## src/core/ivu_cfg.svh

```systemverilog
`ifndef IVU_CFG_SVH
`define IVU_CFG_SVH
// Behaviour
// - six requests: three port-3 pins, two timers, one low-voltage detector
// - mask register enables each request and all requests globally
// - port-3 mode bit 1 picks pin three or stop-recovery output for request 1
// - vector pairs: requests 0..5 at locations 0,1 2,3 4,5 6,7 8,9 10,11
// - request 1 falling edge only; requests 3,4,5 from timers and detector
// - programmable priority encoder picks among several pending requests
// - grant starts an interrupt cycle that disables all further interrupts
// - vector byte and next byte form the 16-bit service routine address
// - masked requests still show in the request register for polling
// - comparator one raises request 2, comparator two raises request 0
// - request bits 7:6 choose falling, rising or both edges for requests 2 and 0
// - in halt the cpu clock stops, timers and all six sources stay live
// - only a serviced enabled request ends halt
// - eight-bit timer counter enable gates its terminal-count request
// - eight-bit timer capture enable gates its capture request
// - stop-mode bit 0 enables divide-by-16 prescale, cleared on stop recovery
// - with detection on, low voltage latches request 5 until cleared

// ----------------------------------------------------------------
// register offsets
// ----------------------------------------------------------------
`define IVU_OFF_REQ        8'hFA
`define IVU_OFF_MASK       8'hFB
`define IVU_OFF_PRIO       8'hF9
`define IVU_OFF_P3M        8'hF7
`define IVU_OFF_SMR        8'hF6
`define IVU_OFF_TCTL       8'hF5
`define IVU_OFF_ST         8'hF0
`define IVU_OFF_CLR        8'hF1
`define IVU_OFF_EN         8'hF2

// ----------------------------------------------------------------
// field positions and values
// ----------------------------------------------------------------
`define IVU_REQ_D6         6
`define IVU_REQ_D7         7
`define IVU_MASK_GLOBAL    7
`define IVU_P3M_ANALOG     1
`define IVU_SMR_DIV16      0
`define IVU_TCTL_CNT_EN    0
`define IVU_TCTL_CAP_EN    1
`define IVU_TCTL_LVD_EN    2
`define IVU_ST_GRANT       0
`define IVU_ST_WAKE        1
`define IVU_ST_LOWV        2
`define IVU_NUM_REQ        6
`define IVU_PRESC_LAST     4'hF
`define IVU_RST_BYTE       8'h00
`define IVU_PIN_IDLE       5'h0F
`endif

```

## src/core/ivu_pkg.sv

```systemverilog
package ivu_pkg;
	typedef enum logic [1:0] {
		IVU_IDLE,
		IVU_FETCH_HI,
		IVU_FETCH_LO,
		IVU_BRANCH
	} ivu_state_t;
endpackage : ivu_pkg

```

## src/core/ivu_unit.sv

```systemverilog
// Implementation choice: strobed register access.
`timescale 1ns/1ns
`include "ivu_cfg.svh"
module ivu_unit #(
	parameter int NREQ = `IVU_NUM_REQ
) (
	// clock and reset
	input  wire logic        clock_i,
	input  wire logic        rst_b_i,
	// register port
	input  wire logic [7:0]  addr_i,
	input  wire logic [7:0]  wdata_i,
	input  wire logic        wr_i,
	input  wire logic        rd_i,
	output logic      [7:0]  rdata_o,
	// external pins, asynchronous
	input  wire logic        port3_pin_one_i,
	input  wire logic        port3_pin_two_i,
	input  wire logic        port3_pin_three_i,
	input  wire logic        stop_src_i,
	input  wire logic        low_voltage_i,
	// internal events, same clock
	input  wire logic        comp_one_evt_i,
	input  wire logic        comp_two_evt_i,
	input  wire logic        timer16_tc_i,
	input  wire logic        timer8_tc_i,
	input  wire logic        timer8_cap_i,
	input  wire logic        stop_recovery_i,
	// cpu sequencer
	input  wire logic        halt_i,
	input  wire logic        int_ack_i,
	input  wire logic [7:0]  mem_data_i,
	output logic             int_req_o,
	output logic             int_cycle_o,
	output logic             mem_rd_o,
	output logic      [15:0] mem_addr_o,
	output logic      [15:0] isr_addr_o,
	output logic             isr_valid_o,
	output logic             cpu_clk_run_o,
	output logic             prescale_o,
	output logic             irq_o
);

	// ----------------------------------------------------------------
	// helpers
	// ----------------------------------------------------------------
	function automatic logic [2:0] pick(input logic [5:0] elig, input logic [2:0] top);
		logic [2:0] sel;
		logic [2:0] idx;
		logic       found;
		sel   = 3'h0;
		found = 1'b0;
		for (int i = 0; i < NREQ; i++) begin
			idx = 3'((int'(top) + i) % NREQ);
			if (!found && elig[idx]) begin
				sel   = idx;
				found = 1'b1;
			end
		end
		return sel;
	endfunction : pick

	function automatic logic edge_sel(input logic rise, input logic fall,
		input logic both, input logic use_rise);
		return both ? (rise | fall) : (use_rise ? rise : fall);
	endfunction : edge_sel

	// ----------------------------------------------------------------
	// pin synchronisers
	// ----------------------------------------------------------------
	logic [4:0] sync_a_reg;
	logic [4:0] sync_b_reg;
	logic [4:0] sync_c_reg;
	logic [4:0] pin_reg;
	logic [4:0] pin_prev_reg;
	logic [4:0] rise;
	logic [4:0] fall;

	// reset to the idle level, else release looks like a falling edge
	always_ff @(posedge clock_i) begin
		if (!rst_b_i) begin
			sync_a_reg <= `IVU_PIN_IDLE;
			sync_b_reg <= `IVU_PIN_IDLE;
			sync_c_reg <= `IVU_PIN_IDLE;
		end else begin
			sync_a_reg <= {low_voltage_i, stop_src_i, port3_pin_three_i,
				port3_pin_two_i, port3_pin_one_i};
			sync_b_reg <= sync_a_reg;
			sync_c_reg <= sync_b_reg;
		end
	end

	// port-3 and stop pins idle high, low-voltage idles low; a change counts only once two stages agree
	always_ff @(posedge clock_i) begin
		if (!rst_b_i) begin
			pin_reg      <= `IVU_PIN_IDLE;
			pin_prev_reg <= `IVU_PIN_IDLE;
		end else begin
			for (int i = 0; i < 5; i++) begin
				if (sync_b_reg[i] == sync_c_reg[i])
					pin_reg[i] <= sync_c_reg[i];
			end
			pin_prev_reg <= pin_reg;
		end
	end

	assign rise = pin_reg & ~pin_prev_reg;
	assign fall = ~pin_reg & pin_prev_reg;

	// ----------------------------------------------------------------
	// control registers
	// ----------------------------------------------------------------
	logic [7:0] edge_reg;
	logic [7:0] mask_reg;
	logic [2:0] prio_reg;
	logic       p3m_analog_reg;
	logic       div16_reg;
	logic [2:0] tctl_reg;
	logic [2:0] st_en_reg;
	logic       wr_req;
	logic       grant;
	ivu_pkg::ivu_state_t state_reg;

	assign wr_req = wr_i && (addr_i == `IVU_OFF_REQ);
	assign grant  = int_req_o && int_ack_i && (state_reg == ivu_pkg::IVU_IDLE);

	always_ff @(posedge clock_i) begin
		if (!rst_b_i) begin
			edge_reg <= `IVU_RST_BYTE;
		end else if (wr_req) begin
			edge_reg <= wdata_i;
		end
	end

	// grant drops the global enable so nothing nests by accident
	always_ff @(posedge clock_i) begin
		if (!rst_b_i) begin
			mask_reg <= `IVU_RST_BYTE;
		end else if (grant) begin
			mask_reg[`IVU_MASK_GLOBAL] <= 1'b0;
		end else if (wr_i && addr_i == `IVU_OFF_MASK) begin
			mask_reg <= wdata_i;
		end
	end

	always_ff @(posedge clock_i) begin
		if (!rst_b_i) begin
			prio_reg       <= 3'h0;
			p3m_analog_reg <= 1'b0;
			tctl_reg       <= 3'h0;
			st_en_reg      <= 3'h0;
		end else if (wr_i) begin
			case (addr_i)
				`IVU_OFF_PRIO: prio_reg       <= wdata_i[2:0];
				`IVU_OFF_P3M:  p3m_analog_reg <= wdata_i[`IVU_P3M_ANALOG];
				`IVU_OFF_TCTL: tctl_reg       <= wdata_i[2:0];
				`IVU_OFF_EN:   st_en_reg      <= wdata_i[2:0];
				default: ;
			endcase
		end
	end

	always_ff @(posedge clock_i) begin
		if (!rst_b_i) begin
			div16_reg <= 1'b0;
		end else if (stop_recovery_i) begin
			div16_reg <= 1'b0;
		end else if (wr_i && addr_i == `IVU_OFF_SMR) begin
			div16_reg <= wdata_i[`IVU_SMR_DIV16];
		end
	end

	// ----------------------------------------------------------------
	// prescaler: slows priority evaluation, events still latch
	// ----------------------------------------------------------------
	logic [3:0] presc_reg;
	logic       tick;

	always_ff @(posedge clock_i) begin
		if (!rst_b_i) begin
			presc_reg <= 4'h0;
		end else begin
			presc_reg <= presc_reg + 4'h1;
		end
	end

	assign tick = !div16_reg || (presc_reg == `IVU_PRESC_LAST);

	// ----------------------------------------------------------------
	// request register
	// ----------------------------------------------------------------
	logic [5:0] evt;
	logic [5:0] req_reg;
	logic [5:0] req_next;
	logic [5:0] elig;
	logic [2:0] sel_reg;

	always_comb begin
		evt    = 6'h00;
		evt[0] = edge_sel(rise[1], fall[1], edge_reg[`IVU_REQ_D7] & edge_reg[`IVU_REQ_D6],
			edge_reg[`IVU_REQ_D6]) | comp_two_evt_i;
		evt[1] = p3m_analog_reg ? fall[3] : fall[2];
		evt[2] = edge_sel(rise[0], fall[0], edge_reg[`IVU_REQ_D7] & edge_reg[`IVU_REQ_D6],
			edge_reg[`IVU_REQ_D7]) | comp_one_evt_i;
		evt[3] = timer16_tc_i;
		evt[4] = (timer8_tc_i & tctl_reg[`IVU_TCTL_CNT_EN])
			| (timer8_cap_i & tctl_reg[`IVU_TCTL_CAP_EN]);
		evt[5] = tctl_reg[`IVU_TCTL_LVD_EN] & pin_reg[4];
	end

	// event beats a same-cycle clear, mask plays no part here
	always_comb begin
		req_next = wr_req ? wdata_i[5:0] : req_reg;
		if (grant)
			req_next[sel_reg] = 1'b0;
		req_next = req_next | evt;
	end

	always_ff @(posedge clock_i) begin
		if (!rst_b_i) begin
			req_reg <= 6'h00;
		end else begin
			req_reg <= req_next;
		end
	end

	assign elig = req_reg & mask_reg[5:0] & {6{mask_reg[`IVU_MASK_GLOBAL]}};

	// ----------------------------------------------------------------
	// grant and vector fetch
	// ----------------------------------------------------------------
	logic [7:0] hi_reg;

	always_ff @(posedge clock_i) begin
		if (!rst_b_i) begin
			int_req_o <= 1'b0;
			sel_reg   <= 3'h0;
		end else if (state_reg != ivu_pkg::IVU_IDLE || grant) begin
			int_req_o <= 1'b0;
		end else if (tick) begin
			int_req_o <= |elig;
			sel_reg   <= pick(elig, (int'(prio_reg) < NREQ) ? prio_reg : 3'h0);
		end
	end

	// high byte at the vector, low byte after it
	always_ff @(posedge clock_i) begin
		if (!rst_b_i) begin
			state_reg   <= ivu_pkg::IVU_IDLE;
			mem_rd_o    <= 1'b0;
			mem_addr_o  <= 16'h0000;
			hi_reg      <= 8'h00;
			isr_addr_o  <= 16'h0000;
			isr_valid_o <= 1'b0;
			int_cycle_o <= 1'b0;
		end else begin
			isr_valid_o <= 1'b0;
			case (state_reg)
				ivu_pkg::IVU_IDLE: begin
					if (grant) begin
						state_reg   <= ivu_pkg::IVU_FETCH_HI;
						int_cycle_o <= 1'b1;
						mem_rd_o    <= 1'b1;
						mem_addr_o  <= {12'h000, sel_reg, 1'b0};
					end
				end
				ivu_pkg::IVU_FETCH_HI: begin
					state_reg  <= ivu_pkg::IVU_FETCH_LO;
					mem_addr_o <= mem_addr_o + 16'h0001;
				end
				ivu_pkg::IVU_FETCH_LO: begin
					state_reg <= ivu_pkg::IVU_BRANCH;
					mem_rd_o  <= 1'b0;
					hi_reg    <= mem_data_i;
				end
				ivu_pkg::IVU_BRANCH: begin
					state_reg   <= ivu_pkg::IVU_IDLE;
					int_cycle_o <= 1'b0;
					isr_addr_o  <= {hi_reg, mem_data_i};
					isr_valid_o <= 1'b1;
				end
				default: state_reg <= ivu_pkg::IVU_IDLE;
			endcase
		end
	end

	// ----------------------------------------------------------------
	// halt: cpu clock stops, sources keep running
	// ----------------------------------------------------------------
	logic halted_reg;

	always_ff @(posedge clock_i) begin
		if (!rst_b_i) begin
			halted_reg <= 1'b0;
		end else if (grant) begin
			halted_reg <= 1'b0;
		end else if (halt_i) begin
			halted_reg <= 1'b1;
		end
	end

	always_ff @(posedge clock_i) begin
		if (!rst_b_i) begin
			cpu_clk_run_o <= 1'b1;
			prescale_o    <= 1'b0;
		end else begin
			cpu_clk_run_o <= !(halted_reg && !grant) && !halt_i;
			prescale_o    <= div16_reg;
		end
	end

	// ----------------------------------------------------------------
	// sticky status and interrupt line
	// ----------------------------------------------------------------
	logic [2:0] st_reg;
	logic [2:0] st_set;
	logic [2:0] st_clr;

	assign st_set = {evt[5], grant & halted_reg, grant};
	assign st_clr = (wr_i && addr_i == `IVU_OFF_CLR) ? wdata_i[2:0] : 3'h0;

	always_ff @(posedge clock_i) begin
		if (!rst_b_i) begin
			st_reg <= 3'h0;
			irq_o  <= 1'b0;
		end else begin
			st_reg <= (st_reg & ~st_clr) | st_set;
			irq_o  <= |(((st_reg & ~st_clr) | st_set) & st_en_reg);
		end
	end

	// ----------------------------------------------------------------
	// read port
	// ----------------------------------------------------------------
	always_ff @(posedge clock_i) begin
		if (!rst_b_i) begin
			rdata_o <= 8'h00;
		end else if (rd_i) begin
			case (addr_i)
				`IVU_OFF_REQ:  rdata_o <= {edge_reg[7:6], req_reg};
				`IVU_OFF_MASK: rdata_o <= mask_reg;
				`IVU_OFF_PRIO: rdata_o <= {5'h00, prio_reg};
				`IVU_OFF_P3M:  rdata_o <= {6'h00, p3m_analog_reg, 1'b0};
				`IVU_OFF_SMR:  rdata_o <= {7'h00, div16_reg};
				`IVU_OFF_TCTL: rdata_o <= {5'h00, tctl_reg};
				`IVU_OFF_ST:   rdata_o <= {5'h00, st_reg};
				`IVU_OFF_EN:   rdata_o <= {5'h00, st_en_reg};
				default:       rdata_o <= 8'h00;
			endcase
		end else begin
			rdata_o <= 8'h00;
		end
	end

	// ----------------------------------------------------------------
	// checks
	// ----------------------------------------------------------------
	grant_kills_global_a: assert property (@(posedge clock_i) disable iff (!rst_b_i)
		grant |=> !mask_reg[`IVU_MASK_GLOBAL])
		else $error("global enable survived a grant");

	fetch_order_a: assert property (@(posedge clock_i) disable iff (!rst_b_i)
		grant |=> mem_rd_o && mem_addr_o == {12'h000, $past(sel_reg), 1'b0}
			##1 mem_rd_o && mem_addr_o == {12'h000, $past(sel_reg, 2), 1'b1})
		else $error("vector fetch address wrong");

	isr_pair_a: assert property (@(posedge clock_i) disable iff (!rst_b_i)
		grant |-> ##4 isr_valid_o && isr_addr_o == {$past(mem_data_i, 2), $past(mem_data_i)})
		else $error("service address not ready four cycles after grant");

	req_only_enabled_a: assert property (@(posedge clock_i) disable iff (!rst_b_i)
		$rose(int_req_o) |-> $past(mask_reg[`IVU_MASK_GLOBAL]) && $past(|elig))
		else $error("request raised without enable");

	poll_keeps_req_a: assert property (@(posedge clock_i) disable iff (!rst_b_i)
		req_reg[3] && !wr_req && !grant |=> req_reg[3])
		else $error("pending request lost");

	timer16_sets_a: assert property (@(posedge clock_i) disable iff (!rst_b_i)
		timer16_tc_i |=> req_reg[3])
		else $error("timer event did not latch");

	halt_exit_a: assert property (@(posedge clock_i) disable iff (!rst_b_i)
		halted_reg && !grant && !halt_i |=> !cpu_clk_run_o)
		else $error("halt ended without a grant");

	div16_clear_a: assert property (@(posedge clock_i) disable iff (!rst_b_i)
		stop_recovery_i |=> !div16_reg ##1 !prescale_o)
		else $error("prescale not cleared on recovery");

	lowv_latch_a: assert property (@(posedge clock_i) disable iff (!rst_b_i)
		tctl_reg[`IVU_TCTL_LVD_EN] && pin_reg[4] |=> req_reg[5])
		else $error("low voltage did not set request 5");
endmodule : ivu_unit

```

## config.mk

```make
export PLATFORM = sky130hd
export DESIGN_NAME = ivu_unit
export DESIGN_NICKNAME = d
export VERILOG_FILES = /design/src/core/ivu_pkg.sv /design/src/core/ivu_unit.sv
export VERILOG_INCLUDE_DIRS = /design/src /design/src/core
export SDC_FILE = /design/constraint.sdc
export NUM_CORES = 1
export LEC_CHECK = 0
export BUFFER_PORTS_ARGS = -buffer_cell sky130_fd_sc_hd__buf_2
export CAP_MARGIN = 25
export CORE_ASPECT_RATIO = 1.4
export CORE_UTILIZATION = 59
export CTS_BUF_LIST = sky130_fd_sc_hd__clkbuf_8
export DETAILED_ROUTE_END_ITERATION = 16
export PLACE_DENSITY = 0.92
export SLEW_MARGIN = 5
export SYNTH_ARGS = -nofsm -noshare
export SYNTH_HDL_FRONTEND = slang
export SYNTH_SLANG_ARGS = --single-unit
```

## constraint.sdc

```tcl
create_clock -name clock_i -period 3.74 [get_ports clock_i]
set_input_delay 0.374 -clock clock_i [delete_from_list [all_inputs] [get_ports clock_i]]
set_output_delay 0.374 -clock clock_i [all_outputs]
set_load 0.03 [all_outputs]
```

Word-level counts from Yosys, hierarchy flattened
Cells that the tools add are included.

operators by class
  add/sub/neg operators = 7
  $mul = 0
  divide/modulo/power cells = 6
  $lt $le $gt $ge = 9
  equality and inequality tests = 19
  shift operators = 0
  mux-type cells = 58
  bitwise gates (word level) = 26
  reduce and logical (&&, ||, !) cells = 45

operator list
  operator                                                                   number
  32-bit by 4-bit remainder unit with 32-bit output (second input constant)  5
  8-bit equality test (second input constant)                                9
  8-bit one-hot mux with 8 select lines                                      1
  1-bit two-way mux                                                          34
  4-bit by 4-bit remainder unit with 32-bit output (second input constant)   1
  16-bit one-hot mux with 2 select lines                                     1
  3-bit by 4-bit < comparator with 1-bit output (second input constant)      7
  3-bit two-way mux                                                          8
  2-bit AND reduction                                                        10
  6-bit AND                                                                  3
  1-bit binary-select mux with 3-bit select                                  6
  16-bit by 1-bit adder with 16-bit output (second input constant)           1
  16-bit two-way mux                                                         1
  1-bit logical AND                                                          14
  6-bit two-way mux                                                          2
  1-bit logical NOT                                                          9
  3-bit by 2-bit adder with 4-bit output (second input constant)             2
  3-bit by 3-bit adder with 4-bit output (second input constant)             2
  2-bit one-hot mux with 4 select lines                                      1
  2-bit nonzero test                                                         4
  3-bit AND                                                                  2
  6-bit inverter                                                             1
  6-bit bitwise OR                                                           1
  2-bit OR reduction                                                         3
  25 further kinds                                                           42

storage, ports and cells
  flip-flop bits (word level) = 125
  bits in latches = 0
  memory bits (writable) = 0
  ROM bits = 0
  input bits = 41
  output and inout bits = 47
  logic and storage cells = 204
  memories = 0

Logic depth before layout (Yosys ltp)
Gate-level depths: netlist of run 1.

  depth after elaboration = 36
  gate-level depth with buffers = 12
  gate-level depth less buffers = 10

Worst setup path after synthesis of run 1
OpenSTA, ideal clock, no wires.

  kind = register -> register
  start = reg prio_reg[1]
  end = reg sel_reg[1]
  setup time = 0.116 ns
  arrival = 2.586 ns
  data required time = 3.624 ns
  setup slack = 1.038 ns
  cell stages (with the launch flop) = 12
  path buffers = 1
  path through = dfxtp_1 > inv_1 > ha_1 > buf_4 > nor2b_1 > a211oi_1 > o32ai_1 > mux2_2 > mux2_2 > a21o_1 > a221o_1 > a41o_1

between the ends
  longest elaborated chain between the ends = 36
  elaborated cells between the ends (all ways) = 61
  those cells by class = 5 x add/sub; 6 x div; 1 x order compare; 39 x mux; 10 x reduce/logical

ends and longest elaborated chain
  what                                                                                                        line             RTL
  start: declaration                                                                                          ivu_unit.sv:115  logic [2:0] prio_reg;
  start signal: assignment                                                                                    ivu_unit.sv:154  `IVU_OFF_PRIO: prio_reg <= wdata_i[2:0];
  3-bit < comparator                                                                                          ivu_unit.sv:242  sel_reg <= pick(elig, (int'(prio_reg) < NREQ) ? prio_reg : 3'h0);
  3-bit two-way mux *                                                                                         ivu_unit.sv:242
  parallel branches: the longest is 33 deep, another holds 32-bit by 4-bit remainder unit with 32-bit output  -
  3-bit two-way mux *                                                                                         ivu_unit.sv:55   if (!found && elig[idx]) begin
  end signal: assignment                                                                                      ivu_unit.sv:242
  end: declaration                                                                                            ivu_unit.sv:196  logic [2:0] sel_reg;

Every way passes the cells marked *. The select of a mux whose other input is x is not followed.
A chain may end at the register's enable or synchronous reset.

Worst setup path in the final report of run 1
Same ends and word-level chain as after synthesis.

==> results of run 1 <==
per-layer routing:
layer / GRT usage / vias up / part of all wire
met5: 0 / - / 0
met4: 0.1896 / 0 / 0.048
met3: 0.06145 / 51 / 0.045
met2: 0.5292 / 170 / 0.51
met1: 0.3284 / 2412 / 0.39
li1: - / 2431 / -
power by group:
group	total (W)	leakage, nW	internal [W]	switching, W
Combinational	0.000289	1.60	0.000104	0.000185
Sequential	0.00134	0.964	0.00130	0.0000386
Clock	0.00115	0.207	0.000650	0.000500
metrics by stage:
step	utilization	area, um^2	std cells	hold WS (ns)
6_report	0.6953	6540	846	0.1076
5_1_grt	0.6953	6540	846	0.09640
4_1_cts	0.6953	6540	846	0.09924
3_5_place_dp	0.6534	6146	815	0.3971
3_3_place_gp	0.6528	6141	814	0.3903
2_1_floorplan	-	5704	648	0.3863
path summary, 6_finish.rpt:
check | endpoint | cells after the start
max | sel_reg[1] | 9
min | div16_reg | 2
max reg2reg | sel_reg[1] | 9
min reg2reg | sync_b_reg[0] | 1
cell type report:
type,count,share of cell area
Inverter,18,0.01071
Multi-Input combinational cell,475,0.4706
Clock inverter,10,0.01607
Timing Repair Buffer,93,0.07308
Sequential cell,119,0.3643
Clock buffer,21,0.04419
Tap cell,110,0.02104
kinds of logic (layout without fill, tap and decap cells):
family / count (synthesis) / in the layout / synth area share
adder cells (fa/ha/maj): 17 / 17 / 0.03685
XOR/XNOR: 11 / 11 / 0.01689
multiplexers: 56 / 56 / 0.09914
buffers and inverters: 54 / 142 / 0.04277
AND/OR/NAND/NOR: 263 / 263 / 0.2367
flip-flops: 119 / 119 / 0.4176
AO/OA/AOI/OAI: 128 / 128 / 0.1500
cells in the final DEF, fill, tap and decap left out, types with 3 or more instances in the layout:
cell type	Yosys	final
sky130_fd_sc_hd__dfxtp_1	119	119
sky130_fd_sc_hd__buf_2	4	88
sky130_fd_sc_hd__nor2_1	72	72
sky130_fd_sc_hd__mux2i_1	52	52
sky130_fd_sc_hd__nand2_1	46	46
sky130_fd_sc_hd__nor2b_1	40	40
sky130_fd_sc_hd__a21oi_1	36	36
sky130_fd_sc_hd__o21ai_0	25	25
sky130_fd_sc_hd__nand3_1	23	23
sky130_fd_sc_hd__clkbuf_8	0	21
sky130_fd_sc_hd__inv_1	17	20
sky130_fd_sc_hd__nand2b_1	17	17
sky130_fd_sc_hd__ha_1	16	16
sky130_fd_sc_hd__nor3_1	13	13
sky130_fd_sc_hd__a31oi_1	10	10
sky130_fd_sc_hd__a22oi_1	10	10
sky130_fd_sc_hd__and3_1	9	9
sky130_fd_sc_hd__and2_1	9	9
sky130_fd_sc_hd__or3_1	9	9
sky130_fd_sc_hd__xor2_1	8	8
sky130_fd_sc_hd__nand4_1	5	5
sky130_fd_sc_hd__o21ai_1	5	5
sky130_fd_sc_hd__buf_4	5	5
sky130_fd_sc_hd__a211oi_1	4	4
sky130_fd_sc_hd__o211ai_1	4	4
sky130_fd_sc_hd__mux2_2	4	4
sky130_fd_sc_hd__o211a_1	4	4
sky130_fd_sc_hd__xnor2_1	3	3
sky130_fd_sc_hd__a32oi_1	3	3
==> results.md, run 1 <==
- The share of synthesized area occupied by flip-flops and latches is 0.4176.
- The signal on the critical path passes through inv_1, ha_1, a21oi_1, o32ai_1, mux2_2, mux2_2, a21o_1, a221o_1, a41o_1.
- The critical path is of the register to register type.
- The total via count after detailed routing is 5,064.
- The total grt overflow is 0.
- For this run, the total global-route usage over all layers was measured as 0.3024.
- Once the clock tree was built, the setup fixing pass inserted 0 buffers.
- The endpoint kind of the worst setup timing path is a register.
- The worst-case IR drop observed on VDD is 285.4 uV.
- The final layout contains routed wiring with a total length of 14,800 um.
- The overall die area is 10,070 um^2.
- The area share of the leading cell type in the synthesized netlist is 0.4176.
- The number of max-slew violations in the final report is 0.
- The most numerous cell type found on the critical path is sky130_fd_sc_hd__mux2_2.
- The number of antenna violations at the first check in global routing is 0.
- In the routed design, unresolved DRC markers number 0.
- For this configuration, the core starts out at a cell density of 0.6064.
- The completed layout was analyzed and its total power is 0.002782 W.
- Counting every net in the synthesized netlist gives 705.
- Counting instances in the post-synthesis netlist gives the leading cell types as sky130_fd_sc_hd__dfxtp_1 (119), sky130_fd_sc_hd__nor2_1 (72), sky130_fd_sc_hd__mux2i_1 (52).
- The actual slew at the worst max-slew pin is 0.9898 ns.
- On the critical path the largest part of the delay comes from compound AO/OA/AOI/OAI gates.
- Setup repair after global routing left no endpoint under its margin.
- After floorplanning, the core was divided into 42 placement rows.
- The Yosys warning count is 0.
- Measured against its own limit, the worst slew margin works out to 0.3402.
- In the final layout, flip-flops and latches occupy 2382 um^2.
- The core region is 9407 um^2.
- The number of distinct standard cells referenced by the synthesized netlist is 70.
- The number of vias per cell after detailed routing is 5.986.
- The flow ran to the end, and the final reports show no timing, DRC or antenna violations.
- For flop-to-flop paths, the worst setup slack is 0.25 ns.
- The number of synthesized flops with an enable pin is 0.
- The launch instance of the worst register-to-register path is prio_reg[1].
- CTS built an H-tree with a depth of 4.
- The arrival time of the worst setup path is 3.83 ns.
- The number of fill cells is 733.
- The critical path data required time is 4.07 ns.
- The clock arrives with 0.01411 ns of skew.
- The number of synthesized register bits is 119.
- The layout-stage area growth over the synthesis result is 14.65%.
- The wire-length estimate of the detail-placed layout is 10,860 um.
- The startpoint of the worst setup timing path is prio_reg[1].
- The number of CTS-inserted buffers is 17.
- For the worst-skew pair, the clock arrives at the later sink with an insertion delay of 0.44 ns.
- After detailed routing, the average wire length per cell comes to 17.50 um.
- 88 I/O pins were placed.
- The max-capacitance violation count is 0.
- In this run the vertical extent of the chip is 118.3 um.
- After synthesis, the share of flip-flops with an asynchronous set or reset is 0.
- The pin count of the biggest net entering global routing is 41.
- Summed over all instances, the cell type with the most area after synthesis is sky130_fd_sc_hd__dfxtp_1.
- Dividing total power by cell area gives a power density of 425.4 nW/um^2.
- The post-CTS resize count is 0.
- The pre-CTS setup slack is 0.3260 ns.
- The minimum period implied by the final worst setup slack is 3.494 ns.
- The dominant cell by count in the synthesized netlist is sky130_fd_sc_hd__dfxtp_1.
- The worst hold path begins at stop_recovery_i.
- The clock transition at the registers of the reported paths is 0.07 ns.
- The post-synthesis average cell area is 8.803 um^2.
- The number of hold violations in the final report is 0.
- The final-layout setup total negative slack is 0 ns.
- The most used flip-flop cell after synthesis is sky130_fd_sc_hd__dfxtp_1.
- The leakage component of the power is 2.769 nW.
- The combined area of all synthesized cells is 5704 um^2.
- Summing all multi-input logic gate instances after layout gives 3078 um^2.
- After synthesis, the cell types taking the most area are sky130_fd_sc_hd__dfxtp_1 (42%), sky130_fd_sc_hd__mux2i_1 (9.1%), sky130_fd_sc_hd__nor2_1 (4.7%).
- The detailed router's first-iteration violation count is 298.
- The number of antenna cells inserted is 0.
- For this run, the slowest stage of the critical path takes 0.70 ns.
- The via count of the first global-routing pass is 4,967.
- The CTS tree is built.
- The top fanout value on the critical path is 17.
- The remaining antenna violation count is 0.
- The final number of setup-violating endpoints is 0.
- The overall die width is 85.10 um.
- The wire length of the first global-routing pass is 23,590 um.
- The total number of clock tree sinks is 119.
- The critical-path cell with the highest stage delay is sky130_fd_sc_hd__o32ai_1.
- The upper clock frequency limit is 286.2 MHz.
- Of the available clock period, the critical path in the final layout requires 0.9343.
- The cell chosen for the clock root is sky130_fd_sc_hd__clkbuf_8.
- Once routing completed, OpenROAD measured the worst setup slack at 0.2458 ns.
- The proportion of layout cells with a drive suffix above 1 is 0.1916.
- In this run, post-CTS hold repair placed 0 buffers.
- The longest clock path from root to sink contains 2 buffers.
- The number of buffers and inverters on the critical path is 1.
- The net count of the finished layout is 781.
- After technology mapping, the gate count stands at 648.
- STA classifies the critical path startpoint as a register.
- The tightest min-delay check is of the input port to register type.
- The routability-driven placement congestion ratio is 0.9088.
- The pre-antenna-repair detailed-routing pass consisted of 7 iterations.
- The largest registers in the layout are isr_addr_o x16, mem_addr_o x16.
- The port buffer count is 87.
(Power assumes the default switching activity.)
==> run 2: changes to the inputs <==
--- a/config.mk
+++ b/config.mk
@@ -8,11 +8,14 @@
 export LEC_CHECK = 0
 export BUFFER_PORTS_ARGS = -buffer_cell sky130_fd_sc_hd__buf_2
 export CAP_MARGIN = 25
+export CELL_PAD_IN_SITES_DETAIL_PLACEMENT = 1
+export CELL_PAD_IN_SITES_GLOBAL_PLACEMENT = 2
 export CORE_ASPECT_RATIO = 1.4
-export CORE_UTILIZATION = 59
+export CORE_UTILIZATION = 36
 export CTS_BUF_LIST = sky130_fd_sc_hd__clkbuf_8
 export DETAILED_ROUTE_END_ITERATION = 16
-export PLACE_DENSITY = 0.92
+export HOLD_SLACK_MARGIN = 0.15
+export PLACE_DENSITY = 0.93
 export SLEW_MARGIN = 5
 export SYNTH_ARGS = -nofsm -noshare
 export SYNTH_HDL_FRONTEND = slang
==> run 2 against run 1 <==
Net effect: clock skew down 0.00072 ns; non-clock buffer count up 3; register-to-register slack better by 0.21 ns; setup slack better by 0.21 ns; global-route usage down 9.5 points; combinational power up 3%; die area up 62%; sequential share of layout area down 0.87 points; routed wire length up 9.6%; cell count up 11%; via count up 0.24%; critical path type unchanged; critical endpoint unchanged; largest cell class unchanged; largest power group unchanged.
==> results.md, run 2 (same netlist as run 1, synthesis figures left out) <==
- The number of nets in the layout is 784 (was 781).
- The most common cell after layout, fill and taps aside is sky130_fd_sc_hd__dfxtp_1 (unchanged).
- The leakage component of the power is 2.772 nW (was 2.769 nW).
- The fraction of the core area covered by cells at the end of the flow came to 0.4312 (was 0.6953).
- The launch point of the worst hold path is low_voltage_i (was stop_recovery_i).
- The cell type group with the largest total delay on the critical path was compound AO/OA/AOI/OAI gates (unchanged).
- The number of vias per cell after detailed routing is 5.423 (was 5.986).
- The overall die width is 108.4 um (was 85.10 um).
- The CTS tree is built (unchanged).
- The hold path endpoint is sync_a_reg[4] (was div16_reg).
- The total net switching power was 0.0007866 W (was 0.0007240 W).
- The combinational power share is 0.105 (was 0.104).
- The worst-skew pair later-pin latency is 0.42 ns (was 0.44 ns).
- The total power per unit cell area is 422.8 nW/um^2 (was 425.4 nW/um^2).
- The number of max-slew violations in the final report is 0 (unchanged).
- The max-capacitance violation count was 0 (unchanged).
- The number of setup buffers added after CTS is 0 (unchanged).
- The number of CTS-inserted buffers is 17 (unchanged).
- The post-detailed-route DRC marker count was 0 (unchanged).
- The pin count of the biggest net entering global routing is 45 (was 41).
- The cell count of the worst hold path is 2 (unchanged).
- The delay of the slowest critical-path stage came to 0.59 ns (was 0.70 ns).
- The worst relative slew slack was 0.3404 (was 0.3402).
- The depth of the worst register-to-register path is 9 (unchanged).
- The overall die area was 16,360 um^2 (was 10,070 um^2).
- The overall global routing resource usage was 0.2070 (was 0.3024).
- The die boundary height is 150.9 um (was 118.3 um).
- The cell chosen for the clock root is sky130_fd_sc_hd__clkbuf_8 (unchanged).
- The area of the core is 15,540 um^2 (was 9407 um^2).
- The category of the worst setup path launch point is a register (unchanged).
- The switching power share of the total came to 0.2776 (was 0.2602).
- The total number of clock tree sinks is 119 (unchanged).
- The number of top-level pins is 88 (unchanged).
- The post-layout instance count excluding filler cells is 936 (was 846).
- The starting density of the core is 0.3671 (was 0.6064).
- The routability-driven placement congestion ratio is 0.8674 (was 0.9088).
- The number of optimization iterations in the first detailed-route pass is 5 (was 7).
- The final number of setup-violating endpoints is 0 (unchanged).
- The number of antenna cells inserted is 0 (unchanged).
- The actual slew at the worst max-slew pin was 0.9894 ns (was 0.9898 ns).
- The post-route standard cell area excluding fillers was 6700 um^2 (was 6540 um^2).
- The total via count after detailed routing is 5,076 (was 5,064).
- The critical path data required time is 4.05 ns (was 4.07 ns).
- The proportion of layout cells with a drive suffix above 1 is 0.1919 (was 0.1916).
- The minimum period implied by the final worst setup slack is 3.287 ns (was 3.494 ns).
- The upper clock frequency limit was 304.2 MHz (was 286.2 MHz).
- The setup slack on the worst flop-to-flop path was 0.45 ns (was 0.25 ns).
- The part of the power in registers is 0.474 (was 0.483).
- Biggest registers after layout: isr_addr_o x16, mem_addr_o x16 (unchanged).
- Most used cells in the layout excluding fill and tap cells: sky130_fd_sc_hd__dfxtp_1 (119), sky130_fd_sc_hd__buf_2 (87), sky130_fd_sc_hd__nor2_1 (72), sky130_fd_sc_hd__mux2i_1 (52), sky130_fd_sc_hd__nand2_1 (46) (was sky130_fd_sc_hd__dfxtp_1 (119), sky130_fd_sc_hd__buf_2 (88), sky130_fd_sc_hd__nor2_1 (72), sky130_fd_sc_hd__mux2i_1 (52), sky130_fd_sc_hd__nand2_1 (46)).
- The highest ir drop seen on vdd is 280.2 uV (was 285.4 uV).
- The critical-path cell with the highest stage delay is sky130_fd_sc_hd__ha_1 (was sky130_fd_sc_hd__o32ai_1).
- The final-layout setup total negative slack is 0 ns (unchanged).
- The half-perimeter wire length after placement is 12,090 um (was 10,860 um).
- The kind of path behind the tightest hold check is input port to register (unchanged).
- The endpoint kind of the worst setup timing path is a register (unchanged).
- The via count of the first global-routing pass is 5,289 (was 4,967).
- The internal power contribution is 0.002046 W (was 0.002058 W).
- Unrepaired setup endpoints after global routing: no (unchanged).
- The maximum clock path buffer count came to 2 (unchanged).
- The arrival time of the worst setup path came to 3.60 ns (was 3.83 ns).
- The total grt overflow was 0 (unchanged).
- The layout-stage area growth over the synthesis result is 17.46% (was 14.65%).
- The number of hold violations in the final report is 0 (unchanged).
- The clock transition at the registers of the reported paths is 0.08 ns (was 0.07 ns).
- The standard cell area after detailed placement was 6233 um^2 (was 6146 um^2).
- Result of the run: completed (unchanged).
- The number of buffers and inverters on the critical path was 1 (unchanged).
- The wire length of the first global-routing pass came to 26,300 um (was 23,590 um).
- The top fanout value on the critical path is 17 (unchanged).
- The endpoint of the worst register-to-register path is sel_reg[1] (unchanged).
- The port buffer count was 87 (unchanged).
- The remaining antenna violation count is 0 (unchanged).
- Cell-by-cell trace of the critical path: inv_1, ha_1, a21oi_1, o32ai_1, mux2_2, mux2_2, a21o_1, a221o_1, a41o_1 (unchanged).
- The routed length per instance came to 17.33 um (was 17.50 um).
- The worst clock skew is 0.01339 ns (was 0.01411 ns).
- The CTS H-tree depth is 4 (unchanged).
- The share of total power in the clock network is 0.422 (was 0.414).
- The number of antenna violations at the first check in global routing is 0 (unchanged).
- The final critical-path share of the clock period is 0.8790 (was 0.9343).
- The launch instance of the worst register-to-register path is prio_reg[1] (unchanged).
- The final wirelength is 16,220 um (was 14,800 um).
- The path type of the worst setup path is register to register (unchanged).
- The most used cell along the critical path is sky130_fd_sc_hd__mux2_2 (unchanged).
- The total instance count after detailed placement is 898 (was 815).
- The detailed router's first-iteration violation count is 244 (was 298).
- The number of rows created at floorplan came to 54 (was 42).
run 2: what timing repair did:
action                    CTS  global route
hold buffers                6             0
hold endpoints to repair    6             0
gates resized for setup     0             0
run 2: layout make-up:
cell class / instances / area, um^2
clock buffers: 19 / 261.5
inverters: 18 / 70.07
well taps: 196 / 245.2
clock inverters: 13 / 145.1
repair buffers: 96 / 518.0
flip-flops and latches: 119 / 2382
multi-input cells: 475 / 3078
fillers: 1886 / 8840
run 2: worst max path at each step:
| stage | from | to | depth (start not counted) |
|---|---|---|---|
| finish | prio_reg[1] | sel_reg[1] | 9 |
| global route | prio_reg[1] | sel_reg[1] | 9 |
| detailed placement | prio_reg[1] | sel_reg[1] | 9 |
| CTS | prio_reg[1] | sel_reg[1] | 9 |
| global placement | prio_reg[1] | sel_reg[1] | 9 |
| floorplan | prio_reg[1] | sel_reg[1] | 11 |
run 2: worst reg2reg max path: stages (launching register included):
cell and delay (ns):
sky130_fd_sc_hd__dfxtp_1 0.37, sky130_fd_sc_hd__inv_1 0.17, sky130_fd_sc_hd__ha_1 0.59, sky130_fd_sc_hd__a21oi_1 0.19
sky130_fd_sc_hd__o32ai_1 0.48, sky130_fd_sc_hd__mux2_2 0.39, sky130_fd_sc_hd__mux2_2 0.29, sky130_fd_sc_hd__a21o_1 0.19
sky130_fd_sc_hd__a221o_1 0.31, sky130_fd_sc_hd__a41o_1 0.22
run 2: power groups by stage:
| stage | sequential [W] | clock [W] | combinational (W) |
|---|---|---|---|
| finish | 0.00134 | 0.00119 | 0.000297 |
| global route | 0.00135 | 0.00128 | 0.000327 |
| detailed placement | 0.00137 | 0 | 0.000293 |
| global placement | 0.00137 | 0 | 0.000276 |
| CTS | 0.00134 | 0.00122 | 0.000299 |
| floorplan | 0.00137 | 0 | 0.000190 |
run 2: routing by layer:
metal	wire (um)	vias to the layer above	global-route usage
met4	469	0	0.1020
met2	8563	117	0.3736
met1	6632	2488	0.2319
li1	-	2435	-
met3	555	36	0.03614
met5	0	-	0
run 2: per-stage QoR:
stage	total power [W]	hold slack (ns)	setup slack (ns)
6_report	0.002833	0.1669	0.4525
4_1_cts	0.002863	0.1533	0.4669
3_3_place_gp	0.001643	0.3882	0.6687
5_1_grt	0.002955	0.1705	0.3036
3_5_place_dp	0.001664	0.3964	0.4878
2_1_floorplan	0.001562	0.3863	1.038
==> run 3: changes to the inputs <==
--- a/config.mk
+++ b/config.mk
@@ -6,16 +6,17 @@
 export SDC_FILE = /design/constraint.sdc
 export NUM_CORES = 1
 export LEC_CHECK = 0
+export ABC_AREA = 1
 export BUFFER_PORTS_ARGS = -buffer_cell sky130_fd_sc_hd__buf_2
 export CAP_MARGIN = 25
 export CELL_PAD_IN_SITES_DETAIL_PLACEMENT = 1
 export CELL_PAD_IN_SITES_GLOBAL_PLACEMENT = 2
 export CORE_ASPECT_RATIO = 1.4
-export CORE_UTILIZATION = 36
+export CORE_UTILIZATION = 33
 export CTS_BUF_LIST = sky130_fd_sc_hd__clkbuf_8
 export DETAILED_ROUTE_END_ITERATION = 16
 export HOLD_SLACK_MARGIN = 0.15
-export PLACE_DENSITY = 0.93
+export PLACE_DENSITY = 0.91
 export SLEW_MARGIN = 5
 export SYNTH_ARGS = -nofsm -noshare
 export SYNTH_HDL_FRONTEND = slang
==> run 3 against run 2 <==
Net effect: register-to-register slack improved by 0.83 ns; critical path type unchanged; non-clock buffer count rose by 2; die area rose by 8.5%; synthesized cell count rose by 19%; design area rose by 1.5%; worst hold slack improved by 0.017 ns; sequential power rose by 4%; setup slack improved by 0.83 ns; count of clock-buffer cells in the layout did not move; clock skew fell by 0.0031 ns.
==> results.md, run 3 <==
- The overall die width was 112.9 um (was 108.4 um).
- The layout-stage area growth over the synthesis result was 19.76% (was 17.46%).
- The hold buffer count at CTS is 7 (was 6).
- The wire length of the first global-routing pass is 26,910 um (was 26,300 um).
- The proportion of layout cells with a drive suffix above 1 is 0.1998 (was 0.1919).
- The detailed router's first-iteration violation count is 195 (was 244).
- The number of hold violations in the final report is 0 (unchanged).
- Unrepaired setup endpoints after global routing: no (unchanged).
- The actual slew at the worst max-slew pin is 0.8171 ns (was 0.9894 ns).
- Most used cells in the layout excluding fill and tap cells: sky130_fd_sc_hd__nand2_1 (147), sky130_fd_sc_hd__dfxtp_1 (119), sky130_fd_sc_hd__nor2_1 (101), sky130_fd_sc_hd__buf_2 (87), sky130_fd_sc_hd__inv_1 (84) (was sky130_fd_sc_hd__dfxtp_1 (119), sky130_fd_sc_hd__buf_2 (87), sky130_fd_sc_hd__nor2_1 (72), sky130_fd_sc_hd__mux2i_1 (52), sky130_fd_sc_hd__nand2_1 (46)).
- The area of the core is 16,820 um^2 (was 15,540 um^2).
- The number of synthesized flops with an enable pin is 0 (unchanged).
- The post-detailed-route DRC marker count is 0 (unchanged).
- Main area contributors after synthesis: sky130_fd_sc_hd__dfxtp_1 (42%), sky130_fd_sc_hd__nand2_1 (9.7%), sky130_fd_sc_hd__nor2_1 (6.7%) (was sky130_fd_sc_hd__dfxtp_1 (42%), sky130_fd_sc_hd__mux2i_1 (9.1%), sky130_fd_sc_hd__nor2_1 (4.7%)).
- The number of rows created at floorplan is 56 (was 54).
- The starting density of the core is 0.3377 (was 0.3671).
- The total power per unit cell area is 454.8 nW/um^2 (was 422.8 nW/um^2).
- The number of max-slew violations in the final report is 0 (unchanged).
- The switching power share of the total was 0.2942 (was 0.2776).
- The share of total power in the clock network is 0.407 (was 0.422).
- The total number of clock tree sinks came to 119 (unchanged).
- The post-synthesis average cell area is 7.356 um^2 (was 8.803 um^2).
- The kind of path behind the tightest hold check is input port to register (unchanged).
- The critical path data required time is 4.09 ns (was 4.05 ns).
- The routed length per instance is 14.79 um (was 17.33 um).
- The final wirelength is 16,030 um (was 16,220 um).
- The Yosys warning count was 0 (unchanged).
- The combined area of all synthesized cells was 5679 um^2 (was 5704 um^2).
- The most used flip-flop cell after synthesis is sky130_fd_sc_hd__dfxtp_1 (unchanged).
- The total grt overflow was 0 (unchanged).
- The number of distinct standard cells referenced by the synthesized netlist is 47 (was 70).
- The count of mapped cells out of synthesis is 772 (was 648).
- The minimum period implied by the final worst setup slack is 2.458 ns (was 3.287 ns).
- The total instance count after detailed placement is 1,045 (was 898).
- The CTS H-tree depth is 4 (unchanged).
- The number of CTS-inserted buffers is 17 (unchanged).
- The combinational power share is 0.140 (was 0.105).
- The overall die area was 17,750 um^2 (was 16,360 um^2).
- The path type of the worst setup path was register to register (unchanged).
- The number of antenna violations at the first check in global routing came to 0 (unchanged).
- The half-perimeter wire length after placement is 12,140 um (was 12,090 um).
- The worst-skew pair later-pin latency is 0.43 ns (was 0.42 ns).
- The post-synthesis async set-or-reset flop share is 0 (unchanged).
- The upper clock frequency limit is 406.8 MHz (was 304.2 MHz).
- The dominant cell by count in the synthesized netlist is sky130_fd_sc_hd__nand2_1 (was sky130_fd_sc_hd__dfxtp_1).
- Leading post-synthesis cells by instance count: sky130_fd_sc_hd__nand2_1 (147), sky130_fd_sc_hd__dfxtp_1 (119), sky130_fd_sc_hd__nor2_1 (101) (was sky130_fd_sc_hd__dfxtp_1 (119), sky130_fd_sc_hd__nor2_1 (72), sky130_fd_sc_hd__mux2i_1 (52)).
- The number of top-level pins is 88 (unchanged).
- The internal power contribution came to 0.002183 W (was 0.002046 W).
- The endpoint kind of the worst setup timing path is a register (unchanged).
- The post-CTS resize count is 0 (unchanged).
- The CTS tree is built (unchanged).
- The post-layout instance count excluding filler cells is 1,084 (was 936).
- The final-layout setup total negative slack is 0 ns (unchanged).
- The die boundary height is 157.2 um (was 150.9 um).
- The cell chosen for the clock root is sky130_fd_sc_hd__clkbuf_8 (unchanged).
- The routability-driven placement congestion ratio came to 0.8470 (was 0.8674).
- The total net switching power is 0.0009100 W (was 0.0007866 W).
- The max-capacitance violation count was 0 (unchanged).
- The number of antenna cells inserted is 0 (unchanged).
- The final critical-path share of the clock period is 0.6573 (was 0.8790).
- The area share of the leading cell type in the synthesized netlist was 0.4195 (was 0.4176).
- The leakage component of the power came to 3.020 nW (was 2.772 nW).
- The part of the power in registers is 0.454 (was 0.474).
- The pin count of the biggest net entering global routing is 63 (was 45).
- Result of the run: completed (unchanged).
- The most common cell after layout, fill and taps aside is sky130_fd_sc_hd__nand2_1 (was sky130_fd_sc_hd__dfxtp_1).
- The number of fill cells is 2,153 (was 1,886).
- The number of synthesized register bits was 119 (unchanged).
- The number of setup buffers added after CTS came to 0 (unchanged).
- The number of vias per cell after detailed routing is 5.012 (was 5.423).
- The arrival time of the worst setup path is 2.81 ns (was 3.60 ns).
- The clock transition at the registers of the reported paths is 0.08 ns (about the same).
- The number of optimization iterations in the first detailed-route pass is 4 (was 5).
- The category of the worst setup path launch point is a register (unchanged).
- The worst relative slew slack is 0.4502 (was 0.3404).
- Biggest registers after layout: isr_addr_o x16, mem_addr_o x16 (unchanged).
- The top fanout value on the critical path is 13 (was 17).
- The port buffer count is 87 (unchanged).
- The share of synthesized area occupied by flip-flops and latches is 0.4195 (was 0.4176).
- The biggest area consumer among synthesized cells was sky130_fd_sc_hd__dfxtp_1 (unchanged).
- The via count of the first global-routing pass is 5,567 (was 5,289).
- The total via count after detailed routing came to 5,433 (was 5,076).
- The final number of setup-violating endpoints is 0 (unchanged).
- The worst clock skew was 0.01026 ns (was 0.01339 ns).
- The overall global routing resource usage came to 0.1913 (was 0.2070).
- The remaining antenna violation count is 0 (unchanged).
- The highest ir drop seen on vdd is 265.2 uV (was 280.2 uV).
- The number of nets in the layout is 925 (was 784).
- The total nets after synthesis was 829 (was 705).
- The maximum clock path buffer count is 2 (unchanged).
-- run 3: kinds of logic (layout without fill, tap and decap cells) --
kind of cell / Yosys count / in the layout / share of synthesized area
simple gates: 374 / 374 / 0.3120
compound gates: 150 / 150 / 0.1533
flops: 119 / 119 / 0.4195
buf+inv: 112 / 221 / 0.07843
fa+ha+maj: 16 / 16 / 0.03525
xor+xnor: 1 / 1 / 0.001542
-- run 3: final timing paths --
path                                     from              to  slack [ns]  cells past startpoint
worst min-delay path            mem_data_i[5]       hi_reg[5]        0.18                      3
worst min register to register  sync_a_reg[3]   sync_b_reg[3]        0.41                      1
worst max-delay path             state_reg[1]  mem_addr_o[14]        1.28                     14
worst max register to register   state_reg[1]  mem_addr_o[14]        1.28                     14
-- run 3: per-stage QoR --
| step | power, W | util | hold slack (ns) | worst slack (ns) | area [um^2] |
|---|---|---|---|---|---|
| floorplan | 0.001715 | - | 0.3905 | 1.682 | 5679 |
| global placement | 0.001852 | 0.3746 | 0.3942 | 1.360 | 6300 |
| detailed placement | 0.001863 | 0.3746 | 0.4001 | 1.262 | 6300 |
| CTS | 0.003137 | 0.4045 | 0.1512 | 1.251 | 6802 |
| global route | 0.003250 | 0.4045 | 0.1580 | 0.9779 | 6802 |
| finish | 0.003093 | 0.4045 | 0.1841 | 1.282 | 6802 |
-- run 3: area by class of cell --
class,instances,area (um^2),share of cell area
multi-input cells,541,2851,0.4192
flip-flops and latches,119,2382,0.3503
repair buffers,98,535.5,0.07873
inverters,91,346.6,0.05096
clock buffers,19,261.5,0.03845
well taps,203,254.0,0.03734
clock inverters,13,170.2,0.02502
-- run 3: routing by layer --
layer / up-vias / track usage / wire (um)
met2: 89 / 0.3469 / 8185
met5: - / 0 / 0
met4: 0 / 0.06704 / 383
met3: 25 / 0.04274 / 451
li1: 2727 / - / -
met1: 2592 / 0.2200 / 7010
-- run 3: critical path, stage by stage, from the launching register on --
cell and delay, ns:
sky130_fd_sc_hd__dfxtp_1 0.34, sky130_fd_sc_hd__inv_1 0.12, sky130_fd_sc_hd__ha_1 0.21, sky130_fd_sc_hd__inv_1 0.09, sky130_fd_sc_hd__nor2_4 0.26, sky130_fd_sc_hd__inv_4 0.12
sky130_fd_sc_hd__o21ai_2 0.23, sky130_fd_sc_hd__nand3_2 0.19, sky130_fd_sc_hd__nor3_2 0.19, sky130_fd_sc_hd__nand2_1 0.11, sky130_fd_sc_hd__nor2_2 0.15, sky130_fd_sc_hd__inv_2 0.06
sky130_fd_sc_hd__nor2_2 0.10, sky130_fd_sc_hd__a21oi_1 0.08, sky130_fd_sc_hd__a211oi_2 0.14
-- run 3: power by group through the flow --
stage / clock [W] / combinational, W / sequential [W]
after floorplan: 0 / 0.000242 / 0.00147
after global placement: 0 / 0.000424 / 0.00143
after detailed placement: 0 / 0.000432 / 0.00143
after CTS: 0.00129 / 0.000439 / 0.00140
after global routing: 0.00135 / 0.000491 / 0.00141
final: 0.00126 / 0.000432 / 0.00140
